===== src/sysbus_defines.vh =====
// Purpose: constants for the system bus signaling layer
// Assumes: one core clock, bus clock arrives as a differential pin pair
// Notes: phase ticks stand in for the bus clock quarter points
//
// Notes on behaviour
// (RULE1) non-data bus signals driven and sampled only at bus clock rising edge
// (RULE2) response to a sampled input goes out no earlier than next rising edge
// (RULE3) a driven common-clock value is observed one bus clock later
// (RULE4) internal state updates one clock after sampling, two after driving
// (RULE5) wired-OR inputs need two clocks settling after deassertion
// (RULE6) data bus moves two chunks per bus clock on source strobes
// (RULE7) data launched at bus clock rising edge and at its midpoint
// (RULE8) strobes toggle at quarter and three-quarter points, centred on data
// (RULE9) positive strobe pre-driven before data, then both strobes toggle
// (RULE10) all strobes deasserted after the last chunk is sent
// (RULE11) receiver captures on strobe difference, into core within one cycle
// (RULE12) driver asserts a common-clock data-ready qualifier with data
// (RULE13) system reset puts every agent into a known state; the data driver only freezes, its pins stay as they were
// (RULE14) reset neither invalidates caches nor writes back modified lines
// (RULE15) after reset release fetching starts at the configured reset vector
// (RULE16) platform holds supply-good low until after reset is first asserted
// (RULE17) core clock is bus clock times a ratio fixed at configuration
// (RULE18) strobe data crosses via small buffer, released once qualifier seen
`ifndef SYSBUS_DEFINES_VH
`define SYSBUS_DEFINES_VH
`define WOR_SETTLE_CLKS 2'h2
`define WOR_COUNT 6
`define WOR_BUS_INIT 0
`define WOR_SNOOP_HIT 1
`define WOR_SNOOP_MOD 2
`define WOR_BLOCK_NEXT 3
`define WOR_PURGE_NOT_DONE 4
`define WOR_BUS_ERROR 5
`define RATIO_MIN 8'h04
`define PH_RISE 0
`define PH_QTR 1
`define PH_MID 2
`define PH_3QTR 3
`endif


===== src/ss_data_tx.v =====
// Purpose: source synchronous data driver, two chunks per bus clock
// Assumes: one-hot quarter-point ticks from the phase generator
// Notes: strobes are active low pins with a shared output enable
`timescale 1ns/1ns
`include "sysbus_defines.vh"
module ss_data_tx #(
    parameter DW = 128
) (
    input wire clk,
    input wire resetn,
    input wire [3:0] tick,
    input wire tx_valid,
    input wire [2*DW-1:0] tx_data,
    input wire tx_last,
    output wire tx_ready,
    output reg [DW-1:0] data_out,
    output reg data_oe,
    output reg data_strobe_pos_n,
    output reg data_strobe_neg_n,
    output reg strobe_oe,
    output reg data_valid_qualifier_n,
    output reg qualifier_oe
);
localparam S_IDLE = 4'h1;
localparam S_PRE = 4'h2;
localparam S_SEND = 4'h4;
localparam S_POST = 4'h8;
reg [3:0] state;
reg [DW-1:0] second;
reg last;
wire rise = tick[`PH_RISE];
// chunk pair taken only at a rising edge in pre-drive or while sending a non-last pair
assign tx_ready = rise && ((state == S_PRE) || (state == S_SEND && !last));
always @(posedge clk or negedge resetn) begin
    if (!resetn) begin
        state <= S_IDLE;
        second <= {DW{1'b0}};
        last <= 1'b0;
        data_out <= {DW{1'b0}};
        data_oe <= 1'b0;
        data_strobe_pos_n <= 1'b1;
        data_strobe_neg_n <= 1'b1;
        strobe_oe <= 1'b0;
        data_valid_qualifier_n <= 1'b1;
        qualifier_oe <= 1'b0;
    end else begin
        case (state)
        S_IDLE: begin
            if (rise && tx_valid) begin
                state <= S_PRE;
                strobe_oe <= 1'b1; // [RULE9]
                data_strobe_pos_n <= 1'b1;
                data_strobe_neg_n <= 1'b1;
            end
        end
        S_PRE, S_SEND: begin
            if (rise) begin
                if (tx_ready && tx_valid) begin
                    state <= S_SEND;
                    data_out <= tx_data[DW-1:0]; // [RULE7] [RULE6]
                    second <= tx_data[2*DW-1:DW];
                    last <= tx_last;
                    data_oe <= 1'b1;
                    data_valid_qualifier_n <= 1'b0; // [RULE12] [RULE1]
                    qualifier_oe <= 1'b1;
                end else begin
                    // source ran dry or last pair went out: wind down
                    state <= S_POST;
                    data_oe <= 1'b0;
                    data_valid_qualifier_n <= 1'b1;
                    data_strobe_pos_n <= 1'b1; // [RULE10]
                    data_strobe_neg_n <= 1'b1;
                end
            end else if (state == S_SEND) begin
                if (tick[`PH_QTR])
                    data_strobe_pos_n <= ~data_strobe_pos_n; // [RULE8]
                if (tick[`PH_MID])
                    data_out <= second; // [RULE7]
                if (tick[`PH_3QTR])
                    data_strobe_neg_n <= ~data_strobe_neg_n; // [RULE8]
            end
        end
        S_POST: begin
            if (rise) begin
                state <= S_IDLE;
                strobe_oe <= 1'b0;
                qualifier_oe <= 1'b0;
                last <= 1'b0;
            end
        end
        default: state <= S_IDLE;
        endcase
    end
end
endmodule // ss_data_tx


===== src/ss_data_rx.v =====
// Purpose: strobe capture and crossing of received data chunks
// Assumes: strobes and data already passed two flip-flops
// Notes: two-entry buffer holds one chunk pair until qualified
`timescale 1ns/1ns
module ss_data_rx #(
    parameter DW = 128
) (
    input wire clk,
    input wire resetn,
    input wire strobe_pos,
    input wire strobe_neg,
    input wire [DW-1:0] data_in,
    input wire qualifier_seen,
    output reg rx_valid,
    output reg [2*DW-1:0] rx_data
);
reg pos_d;
reg neg_d;
reg [DW-1:0] chunk [0:1];
reg [1:0] full;
// a change of either strobe flips their difference
wire pos_edge = strobe_pos ^ pos_d;
wire neg_edge = strobe_neg ^ neg_d;
always @(posedge clk or negedge resetn) begin
    if (!resetn) begin
        pos_d <= 1'b1;
        neg_d <= 1'b1;
        full <= 2'h0;
        chunk[0] <= {DW{1'b0}};
        chunk[1] <= {DW{1'b0}};
        rx_valid <= 1'b0;
        rx_data <= {2*DW{1'b0}};
    end else begin
        pos_d <= strobe_pos;
        neg_d <= strobe_neg;
        rx_valid <= 1'b0;
        // both strobes moving at once is the post-burst return, not data
        if (pos_edge && !neg_edge) begin
            chunk[0] <= data_in; // [RULE11]
            full[0] <= 1'b1;
        end
        if (neg_edge && !pos_edge) begin
            chunk[1] <= data_in; // [RULE11]
            full[1] <= 1'b1;
        end
        // hold the pair until the common-clock qualifier vouches for it
        if (qualifier_seen && full == 2'h3 && !pos_edge && !neg_edge) begin
            rx_valid <= 1'b1; // [RULE18]
            rx_data <= {chunk[1], chunk[0]};
            full <= 2'h0;
        end
    end
end
endmodule // ss_data_rx


===== src/sysbus_phy.v =====
// Purpose: system bus signaling layer of a bus agent
// Assumes: core clock clk far faster than the bus clock
// Notes: bus clock quarter points come from a core-cycle phase counter
`timescale 1ns/1ns
`include "sysbus_defines.vh"
module sysbus_phy #(
    parameter DW = 128,
    parameter CW = 8,
    parameter AW = 48
) (
    input wire clk,
    input wire resetn,
    input wire bus_clock_pos,
    input wire bus_clock_neg,
    input wire sys_reset_n,
    input wire supply_ok_input,
    input wire [7:0] ratio_strap,
    input wire [AW-1:0] vector_strap,
    input wire [CW-1:0] ctl_in_n,
    input wire [CW-1:0] ctl_req,
    output reg [CW-1:0] ctl_out_n,
    output reg [CW-1:0] ctl_oe,
    output reg [CW-1:0] ctl_state,
    input wire [`WOR_COUNT-1:0] wor_in_n,
    input wire [`WOR_COUNT-1:0] wor_req,
    output wire [`WOR_COUNT-1:0] wor_out_n,
    output reg [`WOR_COUNT-1:0] wor_oe,
    output reg [`WOR_COUNT-1:0] wor_valid,
    output reg [`WOR_COUNT-1:0] wor_state,
    input wire tx_valid,
    input wire [2*DW-1:0] tx_data,
    input wire tx_last,
    output wire tx_ready,
    output wire [DW-1:0] data_out,
    output wire data_oe,
    input wire [DW-1:0] data_in,
    output wire data_strobe_pos_out_n,
    output wire data_strobe_neg_out_n,
    output wire strobe_oe,
    input wire data_strobe_pos_in_n,
    input wire data_strobe_neg_in_n,
    output wire data_valid_qualifier_out_n,
    output wire qualifier_oe,
    input wire data_valid_qualifier_in_n,
    output wire rx_valid,
    output wire [2*DW-1:0] rx_data,
    output reg core_running,
    output reg fetch_start,
    output reg [AW-1:0] fetch_vector,
    input wire fw_invalidate,
    output reg cache_invalidate,
    output reg [7:0] core_ratio,
    output reg ratio_error
);
////////////////////////////////////////////////////////////////////////
// pin synchronisers: every input pin except the straps passes two flip-flops first
reg [1:0] bclk_p_s;
reg [1:0] bclk_n_s;
reg [1:0] rst_s;
reg [1:0] pok_s;
reg [CW-1:0] ctl_s1;
reg [CW-1:0] ctl_s2;
reg [`WOR_COUNT-1:0] wor_s1;
reg [`WOR_COUNT-1:0] wor_s2;
reg [1:0] qual_s;
reg [1:0] stp_s;
reg [1:0] stn_s;
reg [DW-1:0] din_s1;
reg [DW-1:0] din_s2;
always @(posedge clk or negedge resetn) begin
    if (!resetn) begin
        bclk_p_s <= 2'h0;
        bclk_n_s <= 2'h3;
        rst_s <= 2'h0;
        pok_s <= 2'h0;
        ctl_s1 <= {CW{1'b1}};
        ctl_s2 <= {CW{1'b1}};
        wor_s1 <= {`WOR_COUNT{1'b1}};
        wor_s2 <= {`WOR_COUNT{1'b1}};
        qual_s <= 2'h3;
        stp_s <= 2'h3;
        stn_s <= 2'h3;
        din_s1 <= {DW{1'b0}};
        din_s2 <= {DW{1'b0}};
    end else begin
        bclk_p_s <= {bclk_p_s[0], bus_clock_pos};
        bclk_n_s <= {bclk_n_s[0], bus_clock_neg};
        rst_s <= {rst_s[0], sys_reset_n};
        pok_s <= {pok_s[0], supply_ok_input};
        ctl_s1 <= ctl_in_n;
        ctl_s2 <= ctl_s1;
        wor_s1 <= wor_in_n;
        wor_s2 <= wor_s1;
        qual_s <= {qual_s[0], data_valid_qualifier_in_n};
        stp_s <= {stp_s[0], data_strobe_pos_in_n};
        stn_s <= {stn_s[0], data_strobe_neg_in_n};
        din_s1 <= data_in;
        din_s2 <= din_s1;
    end
end
////////////////////////////////////////////////////////////////////////
// bus clock edge and quarter-point phase ticks
reg bclk_d;
reg [7:0] phase_cnt;
reg [3:0] tick;
// differential pair: rising edge when pos leads neg
wire bclk_now = bclk_p_s[1] & ~bclk_n_s[1];
wire bus_rise = bclk_now & ~bclk_d;
wire [7:0] quarter = {2'h0, core_ratio[7:2]};
wire [7:0] half = {1'b0, core_ratio[7:1]};
wire [7:0] three_q = quarter + half;
always @(posedge clk or negedge resetn) begin
    if (!resetn) begin
        bclk_d <= 1'b0;
        phase_cnt <= 8'h00;
        tick <= 4'h0;
    end else begin
        bclk_d <= bclk_now;
        // count restarts on every bus rising edge, ticks track the ratio
        phase_cnt <= bus_rise ? 8'h01 : phase_cnt + 8'h01;
        tick[`PH_RISE] <= bus_rise; // [RULE1]
        tick[`PH_QTR] <= !bus_rise && phase_cnt == quarter;
        tick[`PH_MID] <= !bus_rise && phase_cnt == half;
        tick[`PH_3QTR] <= !bus_rise && phase_cnt == three_q;
    end
end
wire edge_tick = tick[`PH_RISE];
////////////////////////////////////////////////////////////////////////
// reset and power sequencing
localparam P_OFF = 3'h1;
localparam P_RESET = 3'h2;
localparam P_RUN = 3'h4;
reg [2:0] pstate;
reg seen_reset;
always @(posedge clk or negedge resetn) begin
    if (!resetn) begin
        pstate <= P_OFF;
        seen_reset <= 1'b0;
        core_running <= 1'b0;
        fetch_start <= 1'b0;
        fetch_vector <= {AW{1'b0}};
        core_ratio <= `RATIO_MIN;
        ratio_error <= 1'b0;
    end else begin
        fetch_start <= 1'b0;
        case (pstate)
        P_OFF: begin
            if (!rst_s[1])
                seen_reset <= 1'b1;
            // supply-good only counts once reset has been seen [RULE16]
            if (pok_s[1] && seen_reset)
                pstate <= P_RESET;
        end
        P_RESET: begin
            core_running <= 1'b0; // [RULE13]
            if (!pok_s[1]) begin
                pstate <= P_OFF;
                seen_reset <= 1'b0;
            end else if (rst_s[1]) begin
                // straps caught at release, not under the async reset
                pstate <= P_RUN;
                fetch_vector <= vector_strap; // [RULE15]
                fetch_start <= 1'b1;
                core_running <= 1'b1;
                if (ratio_strap < `RATIO_MIN) begin
                    core_ratio <= `RATIO_MIN; // [RULE17]
                    ratio_error <= 1'b1;
                end else begin
                    core_ratio <= ratio_strap; // [RULE17]
                    ratio_error <= 1'b0;
                end
            end
        end
        P_RUN: begin
            if (!pok_s[1]) begin
                pstate <= P_OFF;
                seen_reset <= 1'b0;
                core_running <= 1'b0;
            end else if (!rst_s[1]) begin
                pstate <= P_RESET;
                core_running <= 1'b0;
            end
        end
        default: pstate <= P_OFF;
        endcase
    end
end
// control and wired-OR pins drop in the very clock that core_running falls; the data driver only freezes, its pins stay as they were
wire agent_reset = (pstate != P_RUN) || !rst_s[1] || !pok_s[1];
// caches survive reset; only firmware asks for invalidation
always @(posedge clk or negedge resetn) begin
    if (!resetn)
        cache_invalidate <= 1'b0;
    else
        cache_invalidate <= fw_invalidate && !agent_reset; // [RULE14]
end
////////////////////////////////////////////////////////////////////////
// common-clock control signals
reg [CW-1:0] ctl_req_q;
reg [CW-1:0] ctl_sampled;
always @(posedge clk or negedge resetn) begin
    if (!resetn) begin
        ctl_req_q <= {CW{1'b0}};
        ctl_out_n <= {CW{1'b1}};
        ctl_oe <= {CW{1'b0}};
        ctl_sampled <= {CW{1'b0}};
        ctl_state <= {CW{1'b0}};
    end else if (agent_reset) begin
        ctl_req_q <= {CW{1'b0}}; // [RULE13]
        ctl_out_n <= {CW{1'b1}};
        ctl_oe <= {CW{1'b0}};
        ctl_sampled <= {CW{1'b0}};
        ctl_state <= {CW{1'b0}};
    end else if (edge_tick) begin
        // request latched on one edge goes out on the next [RULE2]
        ctl_req_q <= ctl_req;
        ctl_out_n <= ~ctl_req_q; // [RULE1]
        ctl_oe <= {CW{1'b1}};
        ctl_sampled <= ~ctl_s2; // [RULE3]
        ctl_state <= ctl_sampled; // [RULE4]
    end
end
////////////////////////////////////////////////////////////////////////
// wired-OR signals: open drain, extra settling on release
assign wor_out_n = {`WOR_COUNT{1'b0}};
genvar g;
generate
for (g = 0; g < `WOR_COUNT; g = g + 1) begin : wor_lane
    reg [1:0] settle;
    reg sampled;
    always @(posedge clk or negedge resetn) begin
        if (!resetn) begin
            wor_oe[g] <= 1'b0;
            sampled <= 1'b0;
            settle <= 2'h0;
            wor_valid[g] <= 1'b0;
            wor_state[g] <= 1'b0;
        end else if (agent_reset) begin
            wor_oe[g] <= 1'b0; // [RULE13]
            sampled <= 1'b0;
            settle <= 2'h0;
            wor_valid[g] <= 1'b0;
            wor_state[g] <= 1'b0;
        end else if (edge_tick) begin
            wor_oe[g] <= wor_req[g]; // [RULE1]
            sampled <= ~wor_s2[g];
            if (sampled) begin
                settle <= `WOR_SETTLE_CLKS;
                wor_valid[g] <= 1'b1;
                wor_state[g] <= 1'b1; // [RULE4]
            end else if (settle != 2'h0) begin
                // glitchy release: hold asserted until settled [RULE5]
                settle <= settle - 2'h1;
                wor_valid[g] <= 1'b0;
            end else begin
                wor_valid[g] <= 1'b1;
                wor_state[g] <= 1'b0; // [RULE5]
            end
        end
    end
end
endgenerate
////////////////////////////////////////////////////////////////////////
// source synchronous data path
reg qual_seen;
always @(posedge clk or negedge resetn) begin
    if (!resetn)
        qual_seen <= 1'b0;
    else if (agent_reset)
        qual_seen <= 1'b0;
    else if (edge_tick)
        qual_seen <= ~qual_s[1]; // [RULE12] [RULE1]
end
wire [3:0] tx_tick = agent_reset ? 4'h0 : tick;
ss_data_tx #(
    .DW(DW)
) u_tx (
    .clk(clk),
    .resetn(resetn),
    .tick(tx_tick),
    .tx_valid(tx_valid),
    .tx_data(tx_data),
    .tx_last(tx_last),
    .tx_ready(tx_ready),
    .data_out(data_out),
    .data_oe(data_oe),
    .data_strobe_pos_n(data_strobe_pos_out_n),
    .data_strobe_neg_n(data_strobe_neg_out_n),
    .strobe_oe(strobe_oe),
    .data_valid_qualifier_n(data_valid_qualifier_out_n),
    .qualifier_oe(qualifier_oe)
);
ss_data_rx #(
    .DW(DW)
) u_rx (
    .clk(clk),
    .resetn(resetn),
    .strobe_pos(stp_s[1]),
    .strobe_neg(stn_s[1]),
    .data_in(din_s2),
    .qualifier_seen(qual_seen), // [RULE18]
    .rx_valid(rx_valid),
    .rx_data(rx_data)
);
endmodule // sysbus_phy


===== config.mk =====
export PLATFORM = sky130hd
export DESIGN_NAME = sysbus_phy
export DESIGN_NICKNAME = d
export VERILOG_FILES = /design/src/ss_data_tx.v /design/src/ss_data_rx.v /design/src/sysbus_phy.v
export VERILOG_INCLUDE_DIRS = /design/src
export SDC_FILE = /design/constraint.sdc
export NUM_CORES = 1
export LEC_CHECK = 0
export BUFFER_PORTS_ARGS = -buffer_cell sky130_fd_sc_hd__buf_4
export CAP_MARGIN = 10
export CORE_AREA = 2 2 381 383
export DETAILED_ROUTE_END_ITERATION = 12
export DIE_AREA = 0 0 383 385
export PLACE_DENSITY = 0.61
export SETUP_SLACK_MARGIN = 0.15
export SYNTH_ARGS = -nofsm -noshare
export SYNTH_HDL_FRONTEND = slang
export SYNTH_HIERARCHICAL = 1
export SYNTH_SLANG_ARGS = --single-unit

===== constraint.sdc =====
create_clock -name clk -period 3.16 [get_ports clk]
set_clock_uncertainty 0.1 [all_clocks]
set_input_delay 0.474 -clock clk [delete_from_list [all_inputs] [get_ports clk]]
set_output_delay 0.474 -clock clk [all_outputs]
set_load 0.05 [all_outputs]

* After elaboration in Yosys (flattened, before gate mapping) *
Cells that the tools add are included.

storage, ports and cells
  bits in registers = 1236
  output and inout port bits = 500

cells by class
  add/sub/neg operators = 8
  magnitude comparators = 1
  equal/unequal tests = 32
  mux-type cells = 160
  bitwise gates (word level) = 17
  reductions and logical operators = 72

operators by type and width
  operator             number
  $mux 128             4
  $mux 1               100
  $mux 8               12
  $mux 2               25
  $ne 3x3->1 const B   12
  $reduce_bool 2->1    16
  $reduce_and 2->1     14
  $mux 4               5
  $reduce_and 3->1     6
  $reduce_bool 3->1    6
  $not 8->8            2
  $mux 3               5
  $logic_and 1x1->1    14
  $pmux 1 s2           7
  $pmux 4 s3           1
  $sub 2x1->2 const B  6
  $not 1->1            11
  $ne 2x2->1 const B   5
  $reduce_and 5->1     2
  $pmux 3 s3           1
  $add 6x7->8          1
  $add 8x1->8 const B  1
  $eq 8x6->1           1
  $eq 8x7->1           1
  other kinds (18)     32

* Logic depth before layout (Yosys ltp) *
Gate-level depths: netlist (run 1).

  depth after elaboration = 9
  gate-level depth with buffers = 12

* Cells and area by module *
The synthesis (run 1) kept the hierarchy.

by module, submodules not included
  module      instances  cells an instance  area an instance (um2)  seq. area each (um2)
  ss_data_rx  1          1095               19093.3                 12939.9
  sysbus_phy  1          984                14279.9                 11193.2
  ss_data_tx  1          1033               12245.5                 6686.4

* Worst setup path before layout (run 1) *
No wires, ideal clock.

  kind = reg2reg
  start = register pstate[1]
  end = register u_tx.data_out[23]
  data arrival time = 2.651 ns
  required time = 2.932 ns
  setup slack = 0.281 ns
  cell stages (with the launch flop) = 11
  path through = dfrtp_1 nand2b_1 or3_1 buf_2 buf_2 nor2_1 buf_2 buf_2 clkbuf_1 mux2_2 mux2_1

between the ends
  cells in the longest elaborated chain, start to end = 8
  elaborated cells on any way between the ends = 11
  those cells by class = 2 x eq/ne; 2 x mux; 7 x reduce/logical

RTL lines
  element                          RTL line          text
  from (decl)                      sysbus_phy.v:133  reg [2:0] pstate;
  from (signal assigned)           sysbus_phy.v:137  pstate <= P_OFF;
  from (signal assigned)           sysbus_phy.v:152  pstate <= P_RESET;
  from (signal assigned)           sysbus_phy.v:157  pstate <= P_OFF;
  $ne 3x3->1 *                     sysbus_phy.v:189  wire agent_reset = (pstate != P_RUN) || !rst_s[1] || !pok_s[1];
  $logic_or 1x1->1 * (2 in a row)  sysbus_phy.v:189
  $mux 4 *                         sysbus_phy.v:274  wire [3:0] tx_tick = agent_reset ? 4'h0 : tick;
  via tx_tick[0]                   sysbus_phy.v:274
  $logic_and 1x1->1                ss_data_tx.v:33   assign tx_ready = rise && ((state == S_PRE) || (state == S_SEND && !last));
  $logic_and 1x1->1                ss_data_tx.v:58   if (tx_ready && tx_valid) begin
  $ne 2x1->1 (no line)             n/a
  $reduce_and 4->1 (no line)       n/a
  to (signal assigned)             ss_data_tx.v:39   data_out <= {DW{1'b0}};
  to (signal assigned)             ss_data_tx.v:60   data_out <= tx_data[DW-1:0];
  to (signal assigned)             ss_data_tx.v:78   data_out <= second;
  to (decl)                        ss_data_tx.v:16   output reg [DW-1:0] data_out,

Mark *: on every way through the listed nets, which the timed path passes. The rest lies on a longest branch.
A chain may end at the register's enable or synchronous reset.

* Worst setup path in the final report (run 1) *
  start = register pstate[1]
  end = output tx_ready

between the ends
  cells in the longest elaborated chain, start to end = 5

RTL lines
  element                        RTL line          text
  $ne 3x3->1                     sysbus_phy.v:189
  $logic_or 1x1->1 (2 in a row)  sysbus_phy.v:189
  $mux 4                         sysbus_phy.v:274
  via tx_tick[0]                 sysbus_phy.v:274
  $logic_and 1x1->1              ss_data_tx.v:33
  to (decl)                      sysbus_phy.v:33   output wire tx_ready,

The timed path passes the listed nets, and every way through them passes these cells.

==> flow_summary.toml, run 1 <==
[global_route]
grt_overflow = 0
grt_pass1_vias = 32220
grt_pass1_wl_um = 204000
grt_usage_pct = 18.29
antenna_found_initial = 37
grt_max_degree = 132

[clock_tree]
clk-insertion-delay-late_ns = 0.74
clockBufferDepth = 3
numCtsBuffers = 134
tritoncts_num_sinks = 1229
cts_tree = "yes"
cts-root-buf = "clkbuf_16"
ctsHtreeMaxLevel = 4
path_clk_slew_ns = 0.05

[place]
portBuffers = 973
pre_cts_slack_ns = 0.2000
dpl.hpwl_um = 96100
gp_congestion = 0.9036
place_inst = 5905
placed_cell_area_um2 = 55340

[yosys]
synth_largest_area_cell = "dfrtp_1"
synth_ff_type = "dfrtp_1"
synth.distinct_cells = 68
syn_area_um2 = 45620
synth-seq-area-share_pct = 67.56
synth_top_area_share_pct = 64.56
synthTopCellsByArea = "dfrtp_1 (65%), mux2_2 (15%), nand2_1 (4.7%)"
yosysWarnings = 6
post_synth.cell_area_avg_um2 = 14.66
synth_edf_count = 0
ys_ff_latch = 1229
synth-async-reset-ratio_pct = 100.0
synth_cells = 3112

[critical_path]
cp_cell_sequence = "nand2b_4 -> or3_4 -> nor2_4 -> nor3b_4 -> o21a_1 -> buf_8"
cp-startpoint = "pstate[1]$_DFFE_PN0P_"
worstPathMaxFanout = 2
crit_family = "simple AND/OR/NAND/NOR gates"
path_class = "reg -> out"
required_ns = 2.59
r2r_start = "pstate[1]$_DFFE_PN0P_"
worstSetupEndpointType = "output pin"
start_kind = "register"
crit_slowest_cell = "dfrtp_1"
cp_num_buf_inv = 1
slowest_delay_ns = 0.39
crit_arrival_ns = 2.36

[min_path]
hold_class = "in -> reg"
min_from = "tx_data[9]"

[routing]
drc = 0
via_per_inst = 4.523
avgRoutedWirePerCell_um = 20.69
drt.antenna.violating_nets = 0
drtIter0Drc = 1492
drtPass1Iterations = 5
vias = 30130
routed_wl_um = 137800

[floorplanning]
core_um2 = 143100
initial_core_util_pct = 31.87
die_y_um = 385
die-area_um2 = 147500
num_rows = 139
die_w_um = 383
ios = 980

[cells_and_area]
multi_input_area_um2 = 13670
drive_above_1_share_pct = 43.76
syn2layout_area_growth_pct = 41.78
fillerInstances = 12660
nets = 5116
layout_common_cells = "dfrtp_1 (1176), buf_4 (1027), mux2_2 (611)"
final_common_cell = "dfrtp_1"
regArea_um2 = 30820
stdcell_count = 6661
design_area_um2 = 64680

[pwr]
ir_worst_vdd_v = 0.0007530
powerDensity_nw_per_um2 = 617.5
p_leak_nw = 32.07

[outcome]
status = "finished clean"

[sta]
relSlewSlack_pct = 32.90
finalMaxSlewViolations = 0
finalSetupViolCount = 0
fmax_mhz = 341.0
period_share_pct = 92.79
final.setup.tns_ns = 0
timing.final.ws_setup_ns = 0.2278
worstMarginPinSlew_ns = 1.007
rsz0062_at_grt = "yes"
hold_viol = 0
layout_min_cycle_time_ns = 2.932

[job]
cap_violations = 0
==> cell type report <==
cell class,instances,area share (%)
clock buffer,199,5.983
tap,1903,3.681
antenna,35,0.1354
sequential,1229,47.66
multi-input combinational,1687,21.13
inverter,31,0.1799
timing repair buffer,1538,20.40
clock inverter,39,0.8318
==> state kept, by name, summed over array words and instances (netlist names), 8 cells and up <==
register	count
core_ratio	8
ctl_out_n	8
ctl_req_q	8
ctl_s1	8
ctl_s2	8
ctl_sampled	8
ctl_state	8
din_s1	128
din_s2	128
fetch_vector	48
phase_cnt	8
u_rx/chunk	256
u_rx/rx_data	256
u_tx/data_out	128
u_tx/second	128
wor_lane.settle	12
==> worst register-to-register path, stage by stage, from the launching register on <==
cell,delay (ns)
dfrtp_1,0.39
nand2b_4,0.15
or3_4,0.35
nor2_4,0.14
buf_4,0.15
buf_4,0.14
nor2_1,0.10
a41oi_4,0.32
buf_12,0.23
buf_4,0.24
mux2_2,0.35
==> synth_stat cells (2+ instances only) <==
library cell / instances
xnor2_1: 19
a21o_1: 3
buf_12: 11
a21oi_1: 17
and3_1: 3
nand4_1: 3
a22oi_1: 9
mux2_2: 611
o311ai_0: 2
buf_4: 30
o211ai_1: 2
buf_6: 8
mux2_1: 62
buf_1: 8
nand3b_1: 2
o21ai_0: 34
a221oi_2: 5
nor3b_1: 6
nand2_1: 577
a211oi_1: 8
clkbuf_1: 38
mux2i_1: 24
dfstp_2: 52
ha_1: 14
o21a_1: 3
nor3b_2: 2
nand2b_1: 4
inv_1: 30
nand3_1: 15
nor2b_1: 6
xor2_1: 10
dfrtp_1: 1177
nor3_1: 11
a211oi_2: 11
mux2_4: 100
nor4_1: 5
and2_1: 5
buf_2: 74
nor2_1: 82
==> path summary, 6_finish.rpt <==
kind | slack [ns] | end | depth (start not counted)
min in group asynchronous | 0.24 | u_rx/rx_data[235]$_DFFE_PN0P_ | 2
worst max-delay path | 0.23 | tx_ready | 6
max in group asynchronous | 1.59 | stn_s[0]$_DFF_PN1_ | 3
worst max register to register | 0.41 | u_tx/data_out[46]$_DFFE_PN0P_ | 10
worst min register to register | 0.23 | din_s2[106]$_DFF_PN0_ | 0
worst min-delay path | 0.08 | u_tx/data_out[9]$_DFFE_PN0P_ | 3
==> report_power, final <==
group          leakage (nW)  switching (mW)  internal [mW]
Sequential             15.6           0.908           17.2
Clock                  2.17            6.38           9.32
Combinational          14.3            3.41           2.72
Total                  32.1            10.7           29.2
==> what timing repair did <==
action	CTS	global route
hold buffers	474	0
endpoints found under the setup margin	1	1
pin swaps	2	1
setup buffers	7	2
endpoints found under the hold margin	538	0
gates resized for setup	6	0
==> cell families after synthesis <==
kind of cell | share of synthesized area, %
multiplexers | 20.48
AO/OA/AOI/OAI | 1.786
flip-flops | 67.56
buffers and inverters | 2.650
adder cells (fa/ha/maj) | 0.4279
other | 0.008220
XOR/XNOR | 0.6528
AND/OR/NAND/NOR | 6.437
==> stage by stage <==
stage	power (mW)	hold WS (ns)	util [%]
after detailed placement	23.96	0.2347	38.67
after floorplan	21.66	0.07841	-
after CTS	40.43	0.006189	45.12
after global routing	41.70	0.02229	45.18
after global placement	23.85	0.2317	38.67
final	39.94	0.07687	45.19
==> routing by layer <==
layer	routed length, um	share of wire, %	track usage, %	vias up
met3	10350	7.5	6.000	291
met2	65880	48	29.78	958
met5	46	0.033	0	-
met1	56050	41	22.31	15360
li1	-	-	-	13520
met4	5465	4.0	7.561	6
Power figures use the tool's default switching activity.
==> run 2, diff against run 1 <==
--- a/config.mk
+++ b/config.mk
@@ -9,6 +9,7 @@
 export BUFFER_PORTS_ARGS = -buffer_cell sky130_fd_sc_hd__buf_4
 export CAP_MARGIN = 10
 export CORE_AREA = 2 2 381 383
+export CTS_BUF_LIST = sky130_fd_sc_hd__clkbuf_8
 export DETAILED_ROUTE_END_ITERATION = 12
 export DIE_AREA = 0 0 383 385
 export PLACE_DENSITY = 0.61
==> run 2 against run 1 <==
Register-to-register slack hardly changed. Clock power fell by 10%. Non-clock buffer count is 22 higher. Via count is 1.7% higher. Count of clock-buffer cells in the layout is 56 higher. Design area barely moved. Sequential cell count unchanged. Setup slack got worse by 0.13 ns. Global-route usage increased by 0.19 points. Core utilization is essentially flat. Critical path depth unchanged. Largest cell class unchanged.
==> flow_summary.toml, run 2 (synthesized netlist as in run 1, its figures left out) <==
[critical_path]
worstPathMaxFanout = 2
required_ns = 2.59
r2r_setup_slack_ns = 0.40
start_kind = "register"
rr_endpoint = "u_tx/data_out[46]$_DFFE_PN0P_"
worstSetupEndpointType = "output pin"
crit_arrival_ns = 2.48
cp-endpoint = "tx_ready"
worst-r2r-cell-count = 10
cp-startpoint = "pstate[1]$_DFFE_PN0P_"
r2r_start = "pstate[1]$_DFFE_PN0P_"
path_class = "reg -> out"

[cells_and_area]
largest_registers = "u_rx/chunk: 256 flops, u_rx/rx_data: 256 flops"
drive_above_1_share_pct = 44.49
nets = 5209
syn2layout_area_growth_pct = 41.73
design_area_um2 = 64650
layout_common_cells = "dfrtp_1 (1176), buf_4 (1026), mux2_2 (611)"
final_common_cell = "dfrtp_1"

[sta]
final.setup.tns_ns = 0
fmax_mhz = 326.9
finalMaxSlewViolations = 0
relSlewSlack_pct = 33.06
finalSetupViolCount = 0
rsz0062_at_grt = "yes"
period_share_pct = 96.79
layout_min_cycle_time_ns = 3.059
hold_viol = 0
worstMarginPinSlew_ns = 1.004

[floorplanning]
die-area_um2 = 147500
die_y_um = 385
num_rows = 139
die_w_um = 383
core_um2 = 143100
initial_core_util_pct = 31.87
ios = 980

[outcome]
status = "finished clean"

[job]
cap_violations = 0

[routing]
drtPass1Iterations = 5
drc = 0
vias = 30660
via_per_inst = 4.502
drtIter0Drc = 1374
avgRoutedWirePerCell_um = 20.48
routed_wl_um = 139400
drt.antenna.violating_nets = 0

[pwr]
ir_worst_vdd_v = 0.0007288
total_power_mw = 38.38
powerDensity_nw_per_um2 = 593.6
p_leak_nw = 32.37

[place]
placed_cell_area_um2 = 55340
gp_congestion = 0.9036
portBuffers = 973
dpl.hpwl_um = 96100

[clock_tree]
path_clk_slew_ns = 0.06
tritoncts_num_sinks = 1229
clockBufferDepth = 3
cts-root-buf = "clkbuf_8"
cts_tree = "yes"
clk-insertion-delay-late_ns = 0.90
numCtsBuffers = 205
ctsHtreeMaxLevel = 4

[global_route]
antenna_found_initial = 41
grt_overflow = 0
grt_max_degree = 132
grt_pass1_wl_um = 205800
grt_usage_pct = 18.48
grt_pass1_vias = 32890

[min_path]
hold_class = "in -> async"
-- run 2: cell count changes in the layout (fill, tap and decap cells not counted), moves of 2 or more --
cell and delta:
clkinv_2 +2, dlygate4sd3_1 +23, clkinv_4 +2, diode_2 +2, inv_12 +2, clkbuf_16 -136, clkinvlp_4 +4, bufinv_16 -8
inv_1 +64, clkbuf_1 -40, clkbuf_8 +232
-- run 2: final cells by class --
type	count	area (um2)
Antenna cell	37	92.59
Timing Repair Buffer	1560	13420
Multi-Input combinational cell	1687	13670
Fill cell	12700	78480
Tap cell	1903	2381
Clock inverter	107	644.4
Clock buffer	255	3510
Sequential cell	1229	30820
Inverter	31	116.4
-- run 2: metal layers --
metal  wire length (um)  up-vias  GRT usage [%]
met2              65910     1075          29.49
met5                 26        -              0
met1              55280    15540          21.94
met4               6038        4          8.661
li1                   -    13720              -
met3              12180      315          7.158
-- run 2: critical path, cell delays in order, from the launching register on --
cell,delay [ns]
dfrtp_1,0.39
nand2b_4,0.15
or3_4,0.34
nor2_4,0.14
nor3b_4,0.21
o21a_1,0.20
buf_8,0.18
-- run 2: worst min path at each step --
| stage | cells after the start | slack, ns | end | startpoint |
|---|---|---|---|---|
| final | 2 | 0.09 | u_rx/rx_data[235]$_DFFE_PN0P_ | resetn |
| after global placement | 0 | 0.23 | din_s2[84]$_DFF_PN0_ | din_s1[84]$_DFF_PN0_ |
| after detailed placement | 0 | 0.23 | din_s2[110]$_DFF_PN0_ | din_s1[110]$_DFF_PN0_ |
| after CTS | 2 | 0.00003 | din_s1[3]$_DFF_PN0_ | data_in[3] |
| after floorplan | 0 | 0.08 | bclk_d$_DFF_PN0_ | resetn |
| after global routing | 2 | 0.02 | din_s1[10]$_DFF_PN0_ | data_in[10] |
-- run 2: power by group --
group          switching, mW  total, mW  leakage, nW  internal (mW)
clock                   6.65       14.1         2.38           7.47
combinational           3.40       6.14         14.4           2.74
sequential             0.909       18.1         15.6           17.2
-- run 2: what timing repair did --
action / CTS / global route
setup buffers: 7 / 1
pin swaps: 2 / 1
hold buffers: 497 / 0
resized for setup: 6 / 0
gates cloned: 0 / 0
endpoints found under the hold margin: 1020 / 0
endpoints found under the setup margin: 1 / 1
-- run 2: per-stage QoR --
stage               hold slack (ns)  setup slack (ns)  util, %  instances
global placement             0.2317            0.2367    38.67       5905
detailed placement           0.2347            0.2000    38.67       5905
global route                0.01923          -0.08936    45.16       6801
finish                      0.08955            0.1014    45.17       6809
floorplan                   0.07841            0.2814        -       3117
CTS                      0.00002509          -0.08116    45.10       6771
